==> src/design/fsr_regs.svh <==
// Register offsets, field positions, reset values and timing counts
// Assumes inclusion by the floppy status/output register block only
`ifndef FSR_REGS_SVH
`define FSR_REGS_SVH

`define FSR_OFS_SRA       3'h0
`define FSR_OFS_SRB       3'h1
`define FSR_OFS_DOR       3'h2
`define FSR_OFS_TAPE      3'h3
`define FSR_OFS_MSR_RATE  3'h4
`define FSR_OFS_FIFO      3'h5
`define FSR_OFS_RSVD      3'h6
`define FSR_OFS_DIR_CCR   3'h7

`define FSR_BASE_LSB      3
`define FSR_DOR_RST       8'h00
`define FSR_BYTE_RST      8'h00
`define FSR_DOR_SEL_LO    0
`define FSR_DOR_SEL_HI    1
`define FSR_DOR_SOFT_RESET_N    2
`define FSR_DOR_DMA_PIN_ENABLE     3
`define FSR_DOR_MOT_LO    4
`define FSR_DOR_MOT_HI    7
`define FSR_SRB_FIXED     2'h3

`define FSR_CLK_PERIOD_NS 25
`define FSR_SRST_MIN_NS   100
`define FSR_SRST_CYC      ((`FSR_SRST_MIN_NS + `FSR_CLK_PERIOD_NS - 1) / `FSR_CLK_PERIOD_NS)
`define FSR_CNT_W         3

`endif

==> src/design/fsr_pkg.sv <==
// Types shared by the floppy status/output register block
// Assumes the constants header supplies all numbers
package fsr_pkg;

    typedef enum logic [1:0] {
        FSR_LEGACY,
        FSR_EXTENDED,
        FSR_ALTERNATE
    } fsr_mode_type;

    typedef struct packed {
        logic        aen;
        logic        ior_n;
        logic        iow_n;
        logic [15:0] addr;
        logic [7:0]  wdata;
    } fsr_host_req_type;

    typedef struct packed {
        logic second_drive_present_n;
        logic track_zero_n;
        logic index_pulse_n;
        logic write_protect_n;
        logic read_data_n;
        logic dack_n;
        logic tc;
    } fsr_disk_in_type;

    typedef struct packed {
        logic step;
        logic step_inward;
        logic head_side_select;
        logic write_gate_out;
        logic write_data;
        logic irq;
        logic drq;
    } fsr_core_type;

endpackage

==> src/design/fsr_sync2.sv <==
// Two-stage synchroniser for a vector of asynchronous inputs
// Assumes each bit is a level; only the second stage is read
`timescale 1ns/1ps
module fsr_sync2 import fsr_pkg::*; #(
    parameter int W = 1
) (
    input  wire logic         sys_clk,
    input  wire logic         rst,
    input  wire logic [W-1:0] d,
    output logic      [W-1:0] q
);
    logic [W-1:0] meta_r;
    logic [W-1:0] meta_nxt;
    logic [W-1:0] q_nxt;

    always_comb begin
        meta_nxt = d;
        q_nxt    = meta_r;
    end

    always_ff @(posedge sys_clk) begin
        if (rst) begin
            meta_r <= '0;
            q      <= '0;
        end else begin
            meta_r <= meta_nxt;
            q      <= q_nxt;
        end
    end
endmodule

==> src/design/fsr_event_flag.sv <==
// Sticky flag set by a rising edge of its source, cleared on request
// Assumes the source is already in the sys_clk domain
`timescale 1ns/1ps
module fsr_event_flag import fsr_pkg::*; (
    input  wire logic sys_clk,
    input  wire logic rst,
    input  wire logic src,
    input  wire logic clr,
    output logic      rise,
    output logic      flag_r
);
    logic prev_r;
    logic prev_nxt;
    logic flag_nxt;

    always_comb begin
        rise     = src & ~prev_r;
        prev_nxt = src;
        // Set wins over a clear in the same cycle
        flag_nxt = rise | (flag_r & ~clr);
    end

    always_ff @(posedge sys_clk) begin
        if (rst) begin
            // Starts high so a source already high after reset is no edge
            prev_r <= 1'b1;
            flag_r <= 1'b0;
        end else begin
            prev_r <= prev_nxt;
            flag_r <= flag_nxt;
        end
    end
endmodule

==> src/design/fsr_floppy_status_output_regs.sv <==
// Host register front end: status A/B, drive output control and offset decode
// Assumes ISA strobes and disk pins are asynchronous; core signals share sys_clk
`timescale 1ns/1ps
`include "fsr_regs.svh"

// Behaviour
// - Decode eight offsets; +4 and +7 split read and write; +6 reserved.
// - Legacy mode: status A/B reads leave the data bus undriven.
// - Extended status A: irq, drive2_n, step, trk0_n, head, index_n, wp_n, dir.
// - Extended status A: bit 0 one means inward, bit 3 one means side 1.
// - Alternate status A: irq, drq, latched step, active-high pins, inverted dir/head.
// - Alternate step flag latches on step active; cleared by input read or resets.
// - Extended status B mirrors motors 0/1 and write gate; bits 7,6 read one.
// - Extended status B bits 3/4 toggle on read/write data inactive edges.
// - Extended status B bit 5 reflects output control drive select bit 0.
// - Alternate status B: drive2_n, select lines low-active, three latched flags.
// - Alternate flags set on write gate rise, data inactive edges; cleared by input read.
// - Output control resets to zero on hardware reset, keeps through soft reset.
// - Output control bits 1:0 select exactly one of four drives; none during soft reset.
// - Bit 2 low holds the controller in reset until written high.
// - Soft reset lasts at least 100ns; clear-then-set writes suffice.
// - Legacy/alternate: bit 3 enables DMA and irq pins, else inputs ignored, outputs float.
// - Extended mode keeps DMA and irq pins enabled, even during soft reset.
// - Output control bits 4..7 drive motor-on outputs 0..3, one means active.
// - Configuration mode blocks host access to status A and B.
module fsr_floppy_status_output_regs import fsr_pkg::*; (
    input  wire logic             sys_clk,
    input  wire logic             rst,
    input  wire fsr_mode_type     mode,
    input  wire logic             config_mode,
    input  wire logic [15:0]      base_addr,
    input  wire fsr_host_req_type host_req,
    output logic      [7:0]       host_data_out,
    output logic                  host_data_oe,
    input  wire fsr_disk_in_type  disk_in,
    input  wire fsr_core_type     core_in,
    input  wire logic [7:0]       main_status_in,
    input  wire logic [7:0]       fifo_read_data,
    input  wire logic [7:0]       disk_input_in,
    output logic      [3:0]       drive_select,
    output logic      [3:0]       motor_on,
    output logic                  soft_reset_n,
    output logic                  dma_pin_enable,
    output logic                  disk_irq_out,
    output logic                  disk_irq_oe,
    output logic                  drq_out,
    output logic                  drq_oe,
    output logic                  dack_active,
    output logic                  tc_active,
    output logic      [7:0]       rate_select,
    output logic      [7:0]       config_control,
    output logic                  fifo_wr_stb,
    output logic      [7:0]       fifo_wr_data,
    output logic                  fifo_rd_stb
);
    localparam logic [`FSR_CNT_W-1:0] SRST_CYC = `FSR_CNT_W'(`FSR_SRST_CYC);

    // Input synchronisers
    logic [$bits(fsr_host_req_type)-1:0] host_s;
    logic [$bits(fsr_disk_in_type)-1:0]  pin_s;
    fsr_host_req_type                    hq;
    fsr_disk_in_type                     pq;

    fsr_sync2 #(.W($bits(fsr_host_req_type))) u_host_sync (
        .sys_clk (sys_clk),
        .rst     (rst),
        .d       (host_req),
        .q       (host_s)
    );
    fsr_sync2 #(.W($bits(fsr_disk_in_type))) u_pin_sync (
        .sys_clk (sys_clk),
        .rst     (rst),
        .d       (disk_in),
        .q       (pin_s)
    );
    assign hq = fsr_host_req_type'(host_s);
    assign pq = fsr_disk_in_type'(pin_s);

    // Bus strobe edges and address decode
    logic       ior_prev_r;
    logic       iow_prev_r;
    logic       ior_prev_nxt;
    logic       iow_prev_nxt;
    logic       hit;
    logic       rd_start;
    logic       wr_start;
    logic [2:0] offs;
    logic       dir_rd;

    always_comb begin
        ior_prev_nxt = hq.ior_n;
        iow_prev_nxt = hq.iow_n;
        hit      = ~hq.aen && (hq.addr[15:`FSR_BASE_LSB] == base_addr[15:`FSR_BASE_LSB]);
        offs     = hq.addr[`FSR_BASE_LSB-1:0];
        rd_start = hit & ior_prev_r & ~hq.ior_n;
        wr_start = hit & iow_prev_r & ~hq.iow_n;
        dir_rd   = rd_start && (offs == `FSR_OFS_DIR_CCR);
    end

    always_ff @(posedge sys_clk) begin
        if (rst) begin
            // Synchronisers reset low; a strobe must be seen high first
            ior_prev_r <= 1'b0;
            iow_prev_r <= 1'b0;
        end else begin
            ior_prev_r <= ior_prev_nxt;
            iow_prev_r <= iow_prev_nxt;
        end
    end

    // Writable registers and soft reset stretch
    logic [7:0]             dor_r;
    logic [7:0]             tape_r;
    logic [7:0]             dor_nxt;
    logic [7:0]             tape_nxt;
    logic [7:0]             rate_nxt;
    logic [7:0]             ccr_nxt;
    logic                   fifo_wr_nxt;
    logic [7:0]             fifo_data_nxt;
    logic [`FSR_CNT_W-1:0]  srst_cnt_r;
    logic [`FSR_CNT_W-1:0]  srst_cnt_nxt;
    logic                   soft_reset_n_nxt;

    always_comb begin
        dor_nxt       = dor_r;
        tape_nxt      = tape_r;
        rate_nxt      = rate_select;
        ccr_nxt       = config_control;
        fifo_wr_nxt   = 1'b0;
        fifo_data_nxt = fifo_wr_data;
        if (wr_start) begin
            unique case (offs)
                `FSR_OFS_DOR:      dor_nxt = hq.wdata;
                `FSR_OFS_TAPE:     tape_nxt = hq.wdata;
                `FSR_OFS_MSR_RATE: rate_nxt = hq.wdata;
                `FSR_OFS_FIFO: begin
                    fifo_wr_nxt   = 1'b1;
                    fifo_data_nxt = hq.wdata;
                end
                `FSR_OFS_DIR_CCR:  ccr_nxt = hq.wdata;
                default:           dor_nxt = dor_r;
            endcase
        end
        // Reset held while bit low, then stretched to the minimum width
        if (!dor_r[`FSR_DOR_SOFT_RESET_N]) begin
            srst_cnt_nxt = SRST_CYC;
        end else if (srst_cnt_r != '0) begin
            srst_cnt_nxt = srst_cnt_r - `FSR_CNT_W'(1);
        end else begin
            srst_cnt_nxt = srst_cnt_r;
        end
        soft_reset_n_nxt = dor_r[`FSR_DOR_SOFT_RESET_N] && (srst_cnt_r == '0);
    end

    always_ff @(posedge sys_clk) begin
        if (rst) begin
            dor_r          <= `FSR_DOR_RST;
            tape_r         <= `FSR_BYTE_RST;
            rate_select    <= `FSR_BYTE_RST;
            config_control <= `FSR_BYTE_RST;
            fifo_wr_stb    <= 1'b0;
            fifo_wr_data   <= `FSR_BYTE_RST;
            srst_cnt_r     <= SRST_CYC;
            soft_reset_n   <= 1'b0;
        end else begin
            dor_r          <= dor_nxt;
            tape_r         <= tape_nxt;
            rate_select    <= rate_nxt;
            config_control <= ccr_nxt;
            fifo_wr_stb    <= fifo_wr_nxt;
            fifo_wr_data   <= fifo_data_nxt;
            srst_cnt_r     <= srst_cnt_nxt;
            soft_reset_n   <= soft_reset_n_nxt;
        end
    end
    assign dma_pin_enable = dor_r[`FSR_DOR_DMA_PIN_ENABLE];

    // Latched status flags
    logic step_rise;
    logic step_ff;
    logic write_gate_out_ff;
    logic rdata_rise;
    logic rdata_ff;
    logic wdata_rise;
    logic wdata_ff;

    fsr_event_flag u_step_flag (
        .sys_clk (sys_clk),
        .rst     (rst),
        .src     (core_in.step),
        .clr     (dir_rd | ~soft_reset_n),
        .rise    (step_rise),
        .flag_r  (step_ff)
    );
    fsr_event_flag u_write_gate_out_flag (
        .sys_clk (sys_clk),
        .rst     (rst),
        .src     (core_in.write_gate_out),
        .clr     (dir_rd),
        .rise    (),
        .flag_r  (write_gate_out_ff)
    );
    fsr_event_flag u_rdata_flag (
        .sys_clk (sys_clk),
        .rst     (rst),
        .src     (pq.read_data_n),
        .clr     (dir_rd),
        .rise    (rdata_rise),
        .flag_r  (rdata_ff)
    );
    fsr_event_flag u_wdata_flag (
        .sys_clk (sys_clk),
        .rst     (rst),
        .src     (~core_in.write_data),
        .clr     (dir_rd),
        .rise    (wdata_rise),
        .flag_r  (wdata_ff)
    );

    // Data toggles for the extended view
    logic rdata_tgl_r;
    logic wdata_tgl_r;
    logic rdata_tgl_nxt;
    logic wdata_tgl_nxt;

    always_comb begin
        rdata_tgl_nxt = rdata_tgl_r ^ rdata_rise;
        wdata_tgl_nxt = wdata_tgl_r ^ wdata_rise;
    end

    always_ff @(posedge sys_clk) begin
        if (rst) begin
            rdata_tgl_r <= 1'b0;
            wdata_tgl_r <= 1'b0;
        end else begin
            rdata_tgl_r <= rdata_tgl_nxt;
            wdata_tgl_r <= wdata_tgl_nxt;
        end
    end

    // Read path
    logic [7:0] sra_ext;
    logic [7:0] sra_alt;
    logic [7:0] srb_ext;
    logic [7:0] srb_alt;
    logic [7:0] data_nxt;
    logic       oe_nxt;
    logic       fifo_rd_nxt;
    logic [7:0] rd_val;
    logic       rd_drive;

    always_comb begin
        sra_ext = {core_in.irq, pq.second_drive_present_n, core_in.step,
                   pq.track_zero_n, core_in.head_side_select,
                   pq.index_pulse_n, pq.write_protect_n, core_in.step_inward};
        sra_alt = {core_in.irq, core_in.drq, step_ff, ~pq.track_zero_n,
                   ~core_in.head_side_select, ~pq.index_pulse_n,
                   ~pq.write_protect_n, ~core_in.step_inward};
        srb_ext = {`FSR_SRB_FIXED, dor_r[`FSR_DOR_SEL_LO], wdata_tgl_r,
                   rdata_tgl_r, core_in.write_gate_out, motor_on[1:0]};
        srb_alt = {pq.second_drive_present_n, ~drive_select[1:0],
                   wdata_ff, rdata_ff, write_gate_out_ff, ~drive_select[3:2]};
        rd_val   = `FSR_BYTE_RST;
        rd_drive = 1'b1;
        unique case (offs)
            `FSR_OFS_SRA: begin
                rd_val   = (mode == FSR_ALTERNATE) ? sra_alt : sra_ext;
                rd_drive = (mode != FSR_LEGACY) && !config_mode;
            end
            `FSR_OFS_SRB: begin
                rd_val   = (mode == FSR_ALTERNATE) ? srb_alt : srb_ext;
                rd_drive = (mode != FSR_LEGACY) && !config_mode;
            end
            `FSR_OFS_DOR:      rd_val = dor_r;
            `FSR_OFS_TAPE:     rd_val = tape_r;
            `FSR_OFS_MSR_RATE: rd_val = main_status_in;
            `FSR_OFS_FIFO:     rd_val = fifo_read_data;
            `FSR_OFS_RSVD:     rd_drive = 1'b0;
            `FSR_OFS_DIR_CCR:  rd_val = disk_input_in;
        endcase
        data_nxt    = host_data_out;
        oe_nxt      = host_data_oe & ~hq.ior_n;
        fifo_rd_nxt = rd_start && (offs == `FSR_OFS_FIFO);
        if (rd_start) begin
            data_nxt = rd_val;
            oe_nxt   = rd_drive;
        end
    end

    always_ff @(posedge sys_clk) begin
        if (rst) begin
            host_data_out <= `FSR_BYTE_RST;
            host_data_oe  <= 1'b0;
            fifo_rd_stb   <= 1'b0;
        end else begin
            host_data_out <= data_nxt;
            host_data_oe  <= oe_nxt;
            fifo_rd_stb   <= fifo_rd_nxt;
        end
    end

    // Drive, motor and DMA/irq pin outputs
    logic [3:0] ds_nxt;
    logic [3:0] mot_nxt;
    logic       pins_en;

    always_comb begin
        // One-hot select while the controller runs; none during reset
        ds_nxt  = soft_reset_n_nxt ?
                  (4'h1 << dor_nxt[`FSR_DOR_SEL_HI:`FSR_DOR_SEL_LO]) : 4'h0;
        mot_nxt = dor_nxt[`FSR_DOR_MOT_HI:`FSR_DOR_MOT_LO];
        pins_en = (mode == FSR_EXTENDED) || dor_r[`FSR_DOR_DMA_PIN_ENABLE];
    end

    always_ff @(posedge sys_clk) begin
        if (rst) begin
            drive_select <= 4'h0;
            motor_on     <= 4'h0;
            disk_irq_out <= 1'b0;
            disk_irq_oe  <= 1'b0;
            drq_out      <= 1'b0;
            drq_oe       <= 1'b0;
            dack_active  <= 1'b0;
            tc_active    <= 1'b0;
        end else begin
            drive_select <= ds_nxt;
            motor_on     <= mot_nxt;
            disk_irq_out <= core_in.irq;
            disk_irq_oe  <= pins_en;
            drq_out      <= core_in.drq;
            drq_oe       <= pins_en;
            dack_active  <= pins_en & ~pq.dack_n;
            tc_active    <= pins_en & pq.tc;
        end
    end
endmodule

==> config.mk <==
export PLATFORM = sky130hd
export DESIGN_NAME = fsr_floppy_status_output_regs
export DESIGN_NICKNAME = d
export VERILOG_FILES = /design/src/design/fsr_pkg.sv /design/src/design/fsr_sync2.sv /design/src/design/fsr_event_flag.sv /design/src/design/fsr_floppy_status_output_regs.sv
export VERILOG_INCLUDE_DIRS = /design/src /design/src/design
export SDC_FILE = /design/constraint.sdc
export NUM_CORES = 1
export LEC_CHECK = 0
export CAP_MARGIN = 40
export CORE_MARGIN = 2
export CORE_UTILIZATION = 55
export DETAILED_ROUTE_END_ITERATION = 6
export DONT_BUFFER_PORTS = 1
export GPL_ROUTABILITY_DRIVEN = 0
export MAX_ROUTING_LAYER = met4
export PLACE_DENSITY = 0.75
export SYNTH_ARGS = -nofsm -noshare
export SYNTH_HDL_FRONTEND = slang
export SYNTH_SLANG_ARGS = --single-unit
export TNS_END_PERCENT = 30
==> constraint.sdc <==
create_clock -name sys_clk -period 2.59 [get_ports sys_clk]
set_input_delay 0.259 -clock sys_clk [delete_from_list [all_inputs] [get_ports sys_clk]]
set_output_delay 0.259 -clock sys_clk [all_outputs]
set_load 0.05 [all_outputs]
After elaboration in Yosys (flattened, before gate mapping). Cells that the tools add are included.

Muxes and demuxes: 8. Shift-type cells: 1. Equality and inequality tests: 10. $add $sub $neg: 1. Bitwise operators: 44. Reductions and logical operators: 20.

Operators with widths (count): case mux 8 bit (7 select lines) (1); two-way mux 8 bit (3); inverter 1 bit (20); AND 1 bit (15); equality test 13 bit (1); equality test 3 bit (second input constant) (4); AND reduction 2 bit (5); OR reduction 2 bit (4); two-way mux 7 bit (1); equality test 3 x 2 -> 1 bit (second input constant) (2); zero test 3 bit (2); logical AND 1 bit (5); OR 1 bit (5); inverter 2 bit (2); << shifter 1 x 2 -> 4 bit (first input constant) (1); equality test 3 x 1 -> 1 bit (second input constant) (1); nonzero test 3 bit (1); subtractor 3 x 1 -> 3 bit (second input constant) (1); equality test 2 x 1 -> 1 bit (second input constant) (1); equality test 2 bit (second input constant) (1); two-way mux 1 bit (2); case mux 1 bit (2 select lines) (1); nonzero test 2 bit (1); XOR 1 bit (2); 2 further kinds (2).

Register bits: 148. Input bits: 86. Word-level logic and storage cells: 119. Output and inout bits: 51.

Logic depth before layout (Yosys ltp). Gate-level depths: netlist (run 1).

Word-level depth: 9. Depth in mapped cells: 7. Gate-level depth less buffers: 6.

Cells and area by module. Synthesis (run 1) repeated with hierarchy kept, for this count alone.

Cells, all modules: 602. Area total of the unflattened synthesis: 5749.3 um^2.

Modules (own cells, without submodules): fsr_floppy_status_output_regs (area an instance 3592.2 um^2, seq. area each 1361.3 um^2, instances 1, cells each 436); fsr_sync2 at u_host_sync (area an instance 1443.9 um^2, seq. area each 1081.0 um^2, instances 1, cells each 113); fsr_sync2 at u_pin_sync (area an instance 407.9 um^2, seq. area each 280.3 um^2, instances 1, cells each 29); fsr_event_flag (area an instance 76.3 um^2, seq. area each 40.0 um^2, instances 4, cells each 6).

Worst setup path after synthesis (run 1). OpenSTA, ideal clock, no wires.

Path type: in2reg. Start point: input port mode[1]. End point: register host_data_out[4]. Library setup time: 120 ps. Slack: 950 ps. Data required time: 2470 ps. Stages on the path: 5. Arrival time: 1520 ps. Buffers on the path: 0. Cell sequence: nor2b_1 -> mux2_2 -> mux4_2 -> o21ai_1 -> o2bb2ai_1.

Word-level cells in the longest chain between the ends: 3. Elaborated cells between the ends (all ways): 4. Classes of those cells: eq/ne: 1; mux: 3.

Ends and longest elaborated chain: start, declared (line fsr_floppy_status_output_regs.sv:29) `input wire fsr_mode_type mode,`; equality test 2 bit (*) (line fsr_floppy_status_output_regs.sv:267, fsr_floppy_status_output_regs.sv:271); two-way mux 8 bit or two-way mux 7 bit (tied branches) (line fsr_floppy_status_output_regs.sv:271, fsr_floppy_status_output_regs.sv:267); case mux 8 bit (7 select lines) (*) (line fsr_floppy_status_output_regs.sv:265) `unique case (offs)`; end signal, assigned (line fsr_floppy_status_output_regs.sv:292) `` host_data_out <= `FSR_BYTE_RST; ``; end signal, assigned (line fsr_floppy_status_output_regs.sv:296) `host_data_out <= data_nxt;`; end, declared (line fsr_floppy_status_output_regs.sv:33) `output logic [7:0] host_data_out,`.

Every way passes the cells marked *; elsewhere a longest branch is shown, timed or not. A chain may end at the register's enable or synchronous reset.

Worst setup path after layout (run 1).
Start point: register u_host_sync.q[15]. End point: register rate_select[5].

Word-level cells in the longest chain between the ends: 5.

Ends and longest elaborated chain: start, declared (line fsr_sync2.sv:10) `output logic [W-1:0] q`; start signal, assigned (line fsr_sync2.sv:27) `q <= q_nxt;`; equality test 13 bit (line fsr_floppy_status_output_regs.sv:93) `` hit = ~hq.aen && (hq.addr[15:`FSR_BASE_LSB] == base_addr[15:`FSR_BASE_LSB]); ``; logical AND 1 bit (line fsr_floppy_status_output_regs.sv:93); AND 1 bit (2 in series) (line fsr_floppy_status_output_regs.sv:96) `wr_start = hit & iow_prev_r & ~hq.iow_n;`; AND reduction 2 bit (no source line); end signal, assigned (line fsr_floppy_status_output_regs.sv:159) `` rate_select <= `FSR_BYTE_RST; ``; end signal, assigned (line fsr_floppy_status_output_regs.sv:168) `rate_select <= rate_nxt;`; end, declared (line fsr_floppy_status_output_regs.sv:50) `output logic [7:0] rate_select,`.

No other way between the ends.

==> impl_results.md, run 1 <==
- Status: finished, final reports clean
- Fillers: 772
- Setup WS pre-CTS: 0.4046 ns
- Reg2reg setup slack: between 0.3 and 0.4 ns
- Setup Crit Path Kind: flop to flop
- Hpwl dp: 7990 um
- Pint: 3.649 mW
- Clk sinks: 144
- Boundary Pins: 137
- Clk Tree Root Cell: clkbuf_8
- CTS tree: done
- Clk_lat worst skew: 0.53 ns
- Critical path fanouts, max: 8
- Worst hold margin: between 0.02 and 0.025 ns
- Syn_nets: a little over 600
- Via Count: 3757
- Power per Cell Area: 726.5 mW/mm^2
- Number of flops mapped to enable cells by yosys: 0
- Initial DRC count: 202
- Placed cells: 637
- Remaining DRCs: 0
- Gr ovfl total: 0
- Sw Ratio: 24.17%
- Crit path launch: u_host_sync.q[15]
- First-pass GRT wire length: ~20000 um
- Required @ worst endpoint: 3.03 ns
- Static Leak: about 2.7 nW
- Tot Pwr: 4.812 mW
- Worst r2r dst: rate_select[5]
- Met1 global-route usage: between 20% and 30%
- Met3 usage: 7.644%
- Post-CTS sizing: 0
- H-tree depth: 4
- CTS buffer count: 17
- Die W: 104.5 um
- Design Area, Final: ~0.0066 mm^2
- Worst slew pin tran: 0.6738 ns
- Commonest non-fill, non-tap cell in the layout: dfxtp_1
- Worst Reg-to-Reg Cells: 5
- Row count: 36
- Vert. Die Dim: 104.5 um
- CP endpoint: rate_select[5]
- Maximum clock insertion buffer count: 2
- Final core occ: 67.75%
- Worst hold start: mode[0]
- Endpoints failing setup: 0
- Die Area: 0.01092 mm^2
- DRT Wirelength: ~12000 um
- Maximum VDD drop: 0.0005829 V
- CTS Hold Bufs: 43
- Synth unique cells: 54
- Layout cells sized above 1: 10.02%
- Synth async-reset ratio: 0%
- ANT cells: 0
- Setup slack after layout: 0.3533 ns
- Comb power frac: 5.5%
- Final Non-Filler Cells: just over 700
- Crit path DAT: 2.68 ns
- Largest stage delay on the critical path: 0.59 ns
- Initial antenna violation count: 0
- Slew headroom: 54.87%
- Vias per cell: 5.277
- Final Hold Fails: 0
- Reg-to-reg startpoint: u_host_sync.q[15]
- Critical-path cell list: xor2_1, nor4_1, and4_1, and4b_1, mux2i_1
- Number of cells on the critical path: 5
- Drt pass-1 iters: 5
- Reg clk slew, reported paths: 0.06 ns
- Vias in the first global route: 3878
- Total track usage: 23.84%
- RSZ-0062 raised after global routing: no
- Seq pwr share: roughly 48%
- Sum Neg Setup Slack: 0 ns
- Placement Cell Area: between 0.005 and 0.006 mm^2
- Slew Viols, Final: 0
- Clock power share: a little under half
- Yosys warnings: 0
- Final-stage net count: 654
- GR peak layer: met2
- Layout area overhead: 19.21%
- Initial core utilization: 56.84%
- # Post-CTS Setup Buffers: 0
- Largest net degree at the start of global routing: 130
- Syn_area_per_cell: 10.54 um^2
- Grt met2 use: 37.11%
- Max Cap Violations: 0
- Synthesis-stage register bit count: roughly 140
- Layout Skew: 0.009323 ns
- Core region area: 0.009774 mm^2
- Period utilization: between 80 and 90%
- Slowest cell on the critical path: and4b_1
- Minimum clock period: 2.237 ns
- Switching power total: 1.163 mW
- Post-synth top flop: dfxtp_1
- CP Launch Type: flop
- CP Capture Type: flop
- Port bufs: 0
- Seq/Total Area, Yosys: 51.89%
- Commonest cells after routing, fill and taps aside: dfxtp_1 (144), nor2b_1 (81), nand2b_1 (58), mux2i_1 (54), dlygate4sd3_1 (42)
- CP top delay family: simple AND/OR/NAND/NOR gates
- Fmax achieved: 447.1 MHz
- WP buf/inv: 0
- Worst min path class: input pin to flop
- Post-synthesis cell count: ~530
- WL/cell: 17.17 um
- Mapped Area: approximately 0.0056 mm^2
- Remaining antenna violation count after routing: 0
[sequential cells by signal (all words and copies together), names as in the netlist, 3 cells and up]
signal and cells:
host_data_out 8, u_host_sync.q 27, rate_select 8, srst_cnt_r 3, tape_r 8, fifo_wr_data 8, u_pin_sync.meta_r 7, u_pin_sync.q 7
config_control 8, u_host_sync.meta_r 27, drive_select 4, dor_r 8
[power groups by stage]
| stage | registers (mW) | logic, mW | clock network [mW] |
|---|---|---|---|
| after floorplan | 2.35 | 0.173 | 0 |
| after global placement | 2.36 | 0.171 | 0 |
| after detailed placement | 2.36 | 0.178 | 0 |
| after CTS | 2.31 | 0.259 | 2.26 |
| after global routing | 2.32 | 0.287 | 2.37 |
| final | 2.31 | 0.263 | 2.24 |
[logic make-up after synthesis]
| group | after synthesis | share of synthesized area (%) |
|---|---|---|
| compound gates | 55 | 7.365 |
| xor+xnor | 10 | 1.577 |
| fa+ha+maj | 2 | 0.4504 |
| buf+inv | 42 | 3.694 |
| flops | 144 | 51.89 |
| mux | 58 | 10.95 |
| simple gates | 216 | 24.08 |
[per-layer routing]
layer,wire length [um],vias to the layer above
met4,279,0
met2,5674,152
met5,0,-
li1,-,1860
met3,941,28
met1,5331,1717
[how the worst min path moves through the flow]
stage                     slack, ns                      to  cells past startpoint
after global placement         0.33     u_wdata_flag.prev_r                      1
after CTS                     0.004           srst_cnt_r[1]                      2
final                          0.02                  drq_oe                      2
after floorplan                0.33     u_wdata_flag.prev_r                      1
after global routing           0.02        host_data_out[5]                      2
after detailed placement       0.34  u_host_sync.meta_r[24]                      1
[Yosys cell counts (5+ instances only)]
cell type  count  share of area, %
dfxtp_1      144                52
a21oi_1        8              0.72
buf_2          5              0.45
nor2b_1       81               9.1
nor3_1         7              0.63
buf_4          5              0.68
clkbuf_1      19               1.3
nor2_1        20               1.4
nand2b_1      58               6.5
nand3_1        5              0.45
o2bb2ai_1      8               1.3
mux2i_1       54               9.7
xor2_1         8               1.3
a22oi_1        5              0.68
inv_1         10              0.68
nand2_1       14              0.95
[cell type report]
type	instances	area [um^2]	area share, %
clock buffers	18	427.9	6.461
clock inverters	14	121.4	1.833
inverters	10	37.54	0.5668
multi-input cells	341	2467	37.26
flip-flops and latches	144	2883	43.53
well taps	133	166.4	2.513
repair buffers	52	519.2	7.841
No activity file was read; power rests on OpenSTA's default activity.
==> run 2: changes to the inputs <==
- PLACE_DENSITY: 0.75 -> 0.77
==> run 2 against run 1 <==
  * Routed wire length is essentially flat
  * Fmax grew 2.5%
  * Critical path depth is the same
  * Global-route usage grew 0.096 points
  * Die area is the same
  * Sequential cell count is the same
  * Sequential power is essentially flat
  * Setup slack gained 0.055 ns
  * Hold slack gained 0.0045 ns
  * Critical path type unchanged
  * Critical endpoint is now rate_select[3]
  * Largest cell class unchanged
  * Highest routed layer unchanged
==> impl_results.md, run 2 (synthesized netlist as in run 1, its figures left out) <==
- Status: finished, final reports clean (unchanged)
- Minimum clock period: 2.182 ns (was 2.237 ns)
- Slew Viols, Final: 0 (unchanged)
- Sum Neg Setup Slack: 0 ns (unchanged)
- Boundary Pins: 137 (unchanged)
- DRT Wirelength: 12220 um (was 12230 um)
- Endpoints failing setup: 0 (unchanged)
- Setup Crit Path Kind: flop to flop (unchanged)
- Maximum VDD drop: 0.0005235 V (was 0.0005829 V)
- Die Area: 0.01092 mm^2 (unchanged)
- Crit path DAT: 2.62 ns (was 2.68 ns)
- Post-CTS sizing: 0 (unchanged)
- Total track usage: 23.93% (was 23.84%)
- Critical path fanouts, max: 8 (unchanged)
- Layout Skew: 0.008568 ns (was 0.009323 ns)
- Clk Tree Root Cell: clkbuf_8 (unchanged)
- Remaining DRCs: 0 (unchanged)
- RSZ-0062 raised after global routing: no (unchanged)
- First-pass GRT wire length: 19650 um (was 19600 um)
- Gr ovfl total: 0 (unchanged)
- Final-stage net count: 654 (unchanged)
- Drt pass-1 iters: 5 (unchanged)
- # Post-CTS Setup Buffers: 0 (unchanged)
- Clk_lat worst skew: 0.52 ns (was 0.53 ns)
- Row count: 36 (unchanged)
- Design Area, Final: 0.006618 mm^2 (was 0.006623 mm^2)
- Period utilization: 84.25% (was 86.36%)
- Core region area: 0.009774 mm^2 (unchanged)
- Required @ worst endpoint: 3.03 ns (about the same)
- Power per Cell Area: 724.1 mW/mm^2 (was 726.5 mW/mm^2)
- WL/cell: 17.19 um (was 17.17 um)
- Static Leak: 2.673 nW (was 2.678 nW)
- Remaining antenna violation count after routing: 0 (unchanged)
- Maximum clock insertion buffer count: 2 (unchanged)
- ANT cells: 0 (unchanged)
- Vias in the first global route: 3891 (was 3878)
- Port bufs: 0 (unchanged)
- Max Cap Violations: 0 (unchanged)
- Initial DRC count: 220 (was 202)
- CTS buffer count: 17 (unchanged)
- Slew headroom: 55.25% (was 54.87%)
- Worst slew pin tran: 0.6704 ns (was 0.6738 ns)
- Largest net degree at the start of global routing: 130 (unchanged)
- Clk sinks: 144 (unchanged)
- Layout cells sized above 1: 9.516% (was 10.02%)
- Hpwl dp: 8207 um (was 7990 um)
- Placement Cell Area: 0.005625 mm^2 (unchanged)
- Commonest cells after routing, fill and taps aside: dfxtp_1 (144), nor2b_1 (81), nand2b_1 (58), mux2i_1 (54), dlygate4sd3_1 (42) (unchanged)
- Final Hold Fails: 0 (unchanged)
- Die W: 104.5 um (unchanged)
- Initial antenna violation count: 0 (unchanged)
- Fmax achieved: 458.3 MHz (was 447.1 MHz)
- Reg clk slew, reported paths: 0.06 ns (about the same)
- Reg2reg setup slack: 0.41 ns (was 0.35 ns)
- Biggest regs: u_host_sync.meta_r (27), u_host_sync.q (27) (unchanged)
- Via Count: 3765 (was 3757)
- CP Launch Type: flop (unchanged)
- H-tree depth: 4 (unchanged)
- CP Capture Type: flop (unchanged)
- Layout area overhead: 19.12% (was 19.21%)
- Commonest non-fill, non-tap cell in the layout: dfxtp_1 (unchanged)
- Vert. Die Dim: 104.5 um (unchanged)
- Vias per cell: 5.295 (was 5.277)
- Worst min path class: input pin to flop (unchanged)
- Initial core utilization: 56.84% (unchanged)
- CTS tree: done (unchanged)
-- run 2: cell count changes in the layout (fill, tap and decap cells not counted) --
cell	previous run	this run
clkbuf_1	0	2
bufinv_16	0	1
inv_6	3	2
inv_8	3	0
-- run 2: worst paths after layout --
| path | start | endpoint | cells past startpoint |
|---|---|---|---|
| setup / recovery | u_host_sync.q[15] | rate_select[3] | 5 |
| hold / removal | mode[0] | drq_oe | 2 |
| hold reg to reg | u_pin_sync.q[1] | dack_active | 1 |
| setup reg to reg | u_host_sync.q[15] | rate_select[3] | 5 |
-- run 2: metrics by stage --
| stage | setup WS (ns) | cells | hold slack [ns] | total power, mW | util [%] |
|---|---|---|---|---|---|
| 2_1_floorplan | 0.9496 | 527 | 0.3327 | 2.522 | - |
| 3_3_place_gp | 0.4712 | 636 | 0.3341 | 2.533 | 57.44 |
| 3_5_place_dp | 0.3876 | 637 | 0.3383 | 2.541 | 57.55 |
| 4_1_cts | 0.3562 | 711 | 0.008499 | 4.820 | 67.70 |
| 5_1_grt | 0.1692 | 711 | 0.02827 | 4.957 | 67.70 |
| 6_report | 0.4079 | 711 | 0.02901 | 4.792 | 67.70 |
-- run 2: layer usage --
metal,part of all wire [%],track usage (%),wire [um]
met4,1.8,8.205,215
met1,42,27.61,5149
met3,8.8,9.148,1076
met2,47,38.24,5781
met5,0,-,0
-- run 2: critical path: stages, from the launching register on --
cell and delay (ns):
dfxtp_1 0.31, xor2_1 0.14, nor4_1 0.38, and4_1 0.43, and4b_1 0.58, mux2i_1 0.25
-- run 2: cell type report --
class / count / area [um^2]
Fill cell: 769 / 3157
Sequential cell: 144 / 2883
Multi-Input combinational cell: 341 / 2467
Timing Repair Buffer: 52 / 519.2
Clock buffer: 20 / 435.4
Tap cell: 133 / 166.4
Clock inverter: 11 / 108.9
Inverter: 10 / 37.54
-- run 2: timing repair --
action / CTS / global route
endpoints found under the hold margin: 129 / 0
hold buffers: 43 / 0
setup endpoints to repair: 0 / 0
-- run 2: power by group --
group	leakage (nW)	internal [mW]	switching, mW
Clock	0.254	1.30	0.916
Combinational	1.24	0.142	0.119
Sequential	1.18	2.28	0.0379
==> run 3: changes to the inputs <==
- clock period: 2.59 -> 2.27 ns (I/O delays scaled with it)
==> run 3 against run 2 <==
  * Clock-buffer cell count grew 2
  * Global-route usage shrank 0.32 points
  * First-iteration DRC count grew 7.3%
  * Sequential power grew 14%
  * Core utilization grew 1.1 points
  * Highest routed layer unchanged
==> impl_results.md, run 3 (synthesized netlist as in run 1, its figures left out) <==
- Commonest non-fill, non-tap cell in the layout: dfxtp_1 (unchanged)
- Maximum VDD drop: 0.0005499 V (was 0.0005235 V)
- Switching power total: 1.209 mW (was 1.073 mW)
- M1 WL: 5258 um (was 5149 um)
- Fmax achieved: 480.5 MHz (was 458.3 MHz)
- H-tree depth: 4 (unchanged)
- Clk Tree Root Cell: clkbuf_8 (unchanged)
- Remaining antenna violation count after routing: 0 (unchanged)
- Final Hold Fails: 0 (unchanged)
- Sw Ratio: 21.44% (was 22.40%)
- Largest net degree at the start of global routing: 130 (unchanged)
- Core region area: 0.009774 mm^2 (unchanged)
- WL/cell: 17.15 um (was 17.19 um)
- Vias in the first global route: 3944 (was 3891)
- Biggest regs: u_host_sync.meta_r (27), u_host_sync.q (27) (unchanged)
- Die Area: 0.01092 mm^2 (unchanged)
- CTS buffer count: 17 (unchanged)
- CP Launch Type: flop (unchanged)
- Slew Viols, Final: 0 (unchanged)
- Endpoints failing setup: 0 (unchanged)
- Critical-path cell list: xor2_1, nor4_1, and4_1, buf_4, nand3_4, mux2i_1 (was xor2_1, nor4_1, and4_1, and4b_1, mux2i_1)
- Layout area overhead: 21.08% (was 19.12%)
- Minimum clock period: 2.081 ns (was 2.182 ns)
- Required @ worst endpoint: 2.71 ns (was 3.03 ns)
- Clk sinks: 144 (unchanged)
- CTS tree: done (unchanged)
- Power per Cell Area: 838.0 mW/mm^2 (was 724.1 mW/mm^2)
- Multi-input gate area: 0.002467 mm^2 (unchanged)
- CP top delay family: simple AND/OR/NAND/NOR gates (unchanged)
- Fillers: 742 (was 769)
- Clk_lat worst skew: 0.52 ns (about the same)
- Vert. Die Dim: 104.5 um (unchanged)
- Largest stage delay on the critical path: 0.43 ns (was 0.58 ns)
- Worst min path class: input pin to flop (unchanged)
- Crit path DAT: 2.52 ns (was 2.62 ns)
- Drt pass-1 iters: 6 (was 5)
- Clock power share: 47.8% (was 46.3%)
- WP buf/inv: 1 (was 0)
- Final core occ: 68.82% (was 67.70%)
- Critical path fanouts, max: 12 (was 8)
- CP Capture Type: flop (unchanged)
- Remaining DRCs: 0 (unchanged)
- DRT Wirelength: 12360 um (was 12220 um)
- Register area: 0.002883 mm^2 (unchanged)
- # Post-CTS Setup Buffers: 0 (unchanged)
- Commonest cells after routing, fill and taps aside: dfxtp_1 (144), nor2b_1 (81), nand2b_1 (58), mux2i_1 (54), dlygate4sd3_1 (43) (was dfxtp_1 (144), nor2b_1 (81), nand2b_1 (58), mux2i_1 (54), dlygate4sd3_1 (42))
- Gr ovfl total: 0 (unchanged)
- Sum Neg Setup Slack: 0 ns (unchanged)
- Initial antenna violation count: 0 (unchanged)
- Port bufs: 0 (unchanged)
- Reg clk slew, reported paths: 0.06 ns (about the same)
- Hpwl dp: 8086 um (was 8207 um)
- Slowest cell on the critical path: and4_1 (was and4b_1)
- Pint: 4.428 mW (was 3.719 mW)
- Slew headroom: 54.83% (was 55.25%)
- Status: finished, final reports clean (unchanged)
- Boundary Pins: 137 (unchanged)
- Comb power frac: 5.5% (was 5.4%)
- Post-CTS sizing: 0 (unchanged)
- Period utilization: 91.68% (was 84.25%)
- Static Leak: 2.754 nW (was 2.673 nW)
- Layout cells sized above 1: 10.88% (was 9.516%)
- RSZ-0062 raised after global routing: no (unchanged)
- Initial DRC count: 236 (was 220)
- Max Used Layer: met4 (unchanged)
- Vias per cell: 5.300 (was 5.295)
- Setup Crit Path Kind: flop to flop (unchanged)
- Via Count: 3821 (was 3765)
- Die W: 104.5 um (unchanged)
- Layout Skew: 0.01417 ns (was 0.008568 ns)
- Met2 WL: 5938 um (was 5781 um)
- Max Cap Violations: 0 (unchanged)
- Worst slew pin tran: 0.6744 ns (was 0.6704 ns)
- Maximum clock insertion buffer count: 2 (unchanged)
- Initial core utilization: 56.84% (unchanged)
- First-pass GRT wire length: 19560 um (was 19650 um)
- Row count: 36 (unchanged)
- Total track usage: 23.61% (was 23.93%)
- ANT cells: 0 (unchanged)
- Final-stage net count: 663 (was 654)
- Seq pwr share: 46.7% (was 48.3%)
- Met3 WL: 991 um (was 1076 um)
[run 3: cell types whose count changed in the layout (fill, tap and decap cells not counted), sizes merged]
| cell | change |
|---|---|
| dlygate4sd3 | +1 |
| clkinvlp | -3 |
| inv | +1 |
| clkbuf | +2 |
| buf | +8 |
| bufinv | +1 |
[run 3: worst paths after layout]
check,cells after the start,end,from,slack (ns)
setup / recovery,6,dor_r[2],u_host_sync.q[15],0.19
hold / removal,2,host_data_out[2],rst,0.01
setup reg to reg,6,dor_r[2],u_host_sync.q[15],0.19
hold reg to reg,1,dack_active,u_pin_sync.q[1],0.40
[run 3: timing repair]
| action | 4_1_cts | 5_1_grt |
|---|---|---|
| hold buffers | 44 | 0 |
| endpoints found under the hold margin | 129 | 0 |
| endpoints found under the setup margin | 0 | 0 |
[run 3: power by group through the flow]
stage	Sequential, mW	Clock (mW)	Combinational [mW]
2_1_floorplan	2.68	0	0.197
6_report	2.63	2.69	0.309
3_3_place_gp	2.69	0	0.207
4_1_cts	2.63	2.73	0.305
3_5_place_dp	2.69	0	0.212
5_1_grt	2.64	2.85	0.337
[run 3: per-stage QoR]
stage | hold WS [ns] | cells | power [mW] | area (um^2) | setup WS (ns)
2_1_floorplan | 0.3007 | 527 | 2.877 | 5555 | 0.6616
3_3_place_gp | 0.3021 | 645 | 2.894 | 5682 | 0.2571
3_5_place_dp | 0.3067 | 645 | 2.901 | 5682 | 0.2216
4_1_cts | 0.001314 | 721 | 5.669 | 6726 | 0.1781
5_1_grt | 0.01806 | 721 | 5.831 | 6726 | 0.1068
6_report | 0.01376 | 721 | 5.637 | 6726 | 0.1888
[run 3: final cells by class]
type,count,share of cell area [%]
well taps,133,2.474
repair buffers,61,8.705
inverters,10,0.5580
multi-input cells,341,36.68
flip-flops and latches,144,42.86
clock buffers,22,6.882
clock inverters,10,1.842
[run 3: per-layer routing]
layer	up-vias	GRT usage, %
met2	142	37.77
li1	1877	-
met3	17	7.581
met4	0	7.529
met5	-	-
met1	1785	28.36
[run 3: worst reg2reg max path, stage by stage (launching register included)]
cell and delay (ns):
dfxtp_1 0.31, xor2_1 0.13, nor4_1 0.39, and4_1 0.43
buf_4 0.24, nand3_4 0.23, mux2i_1 0.27
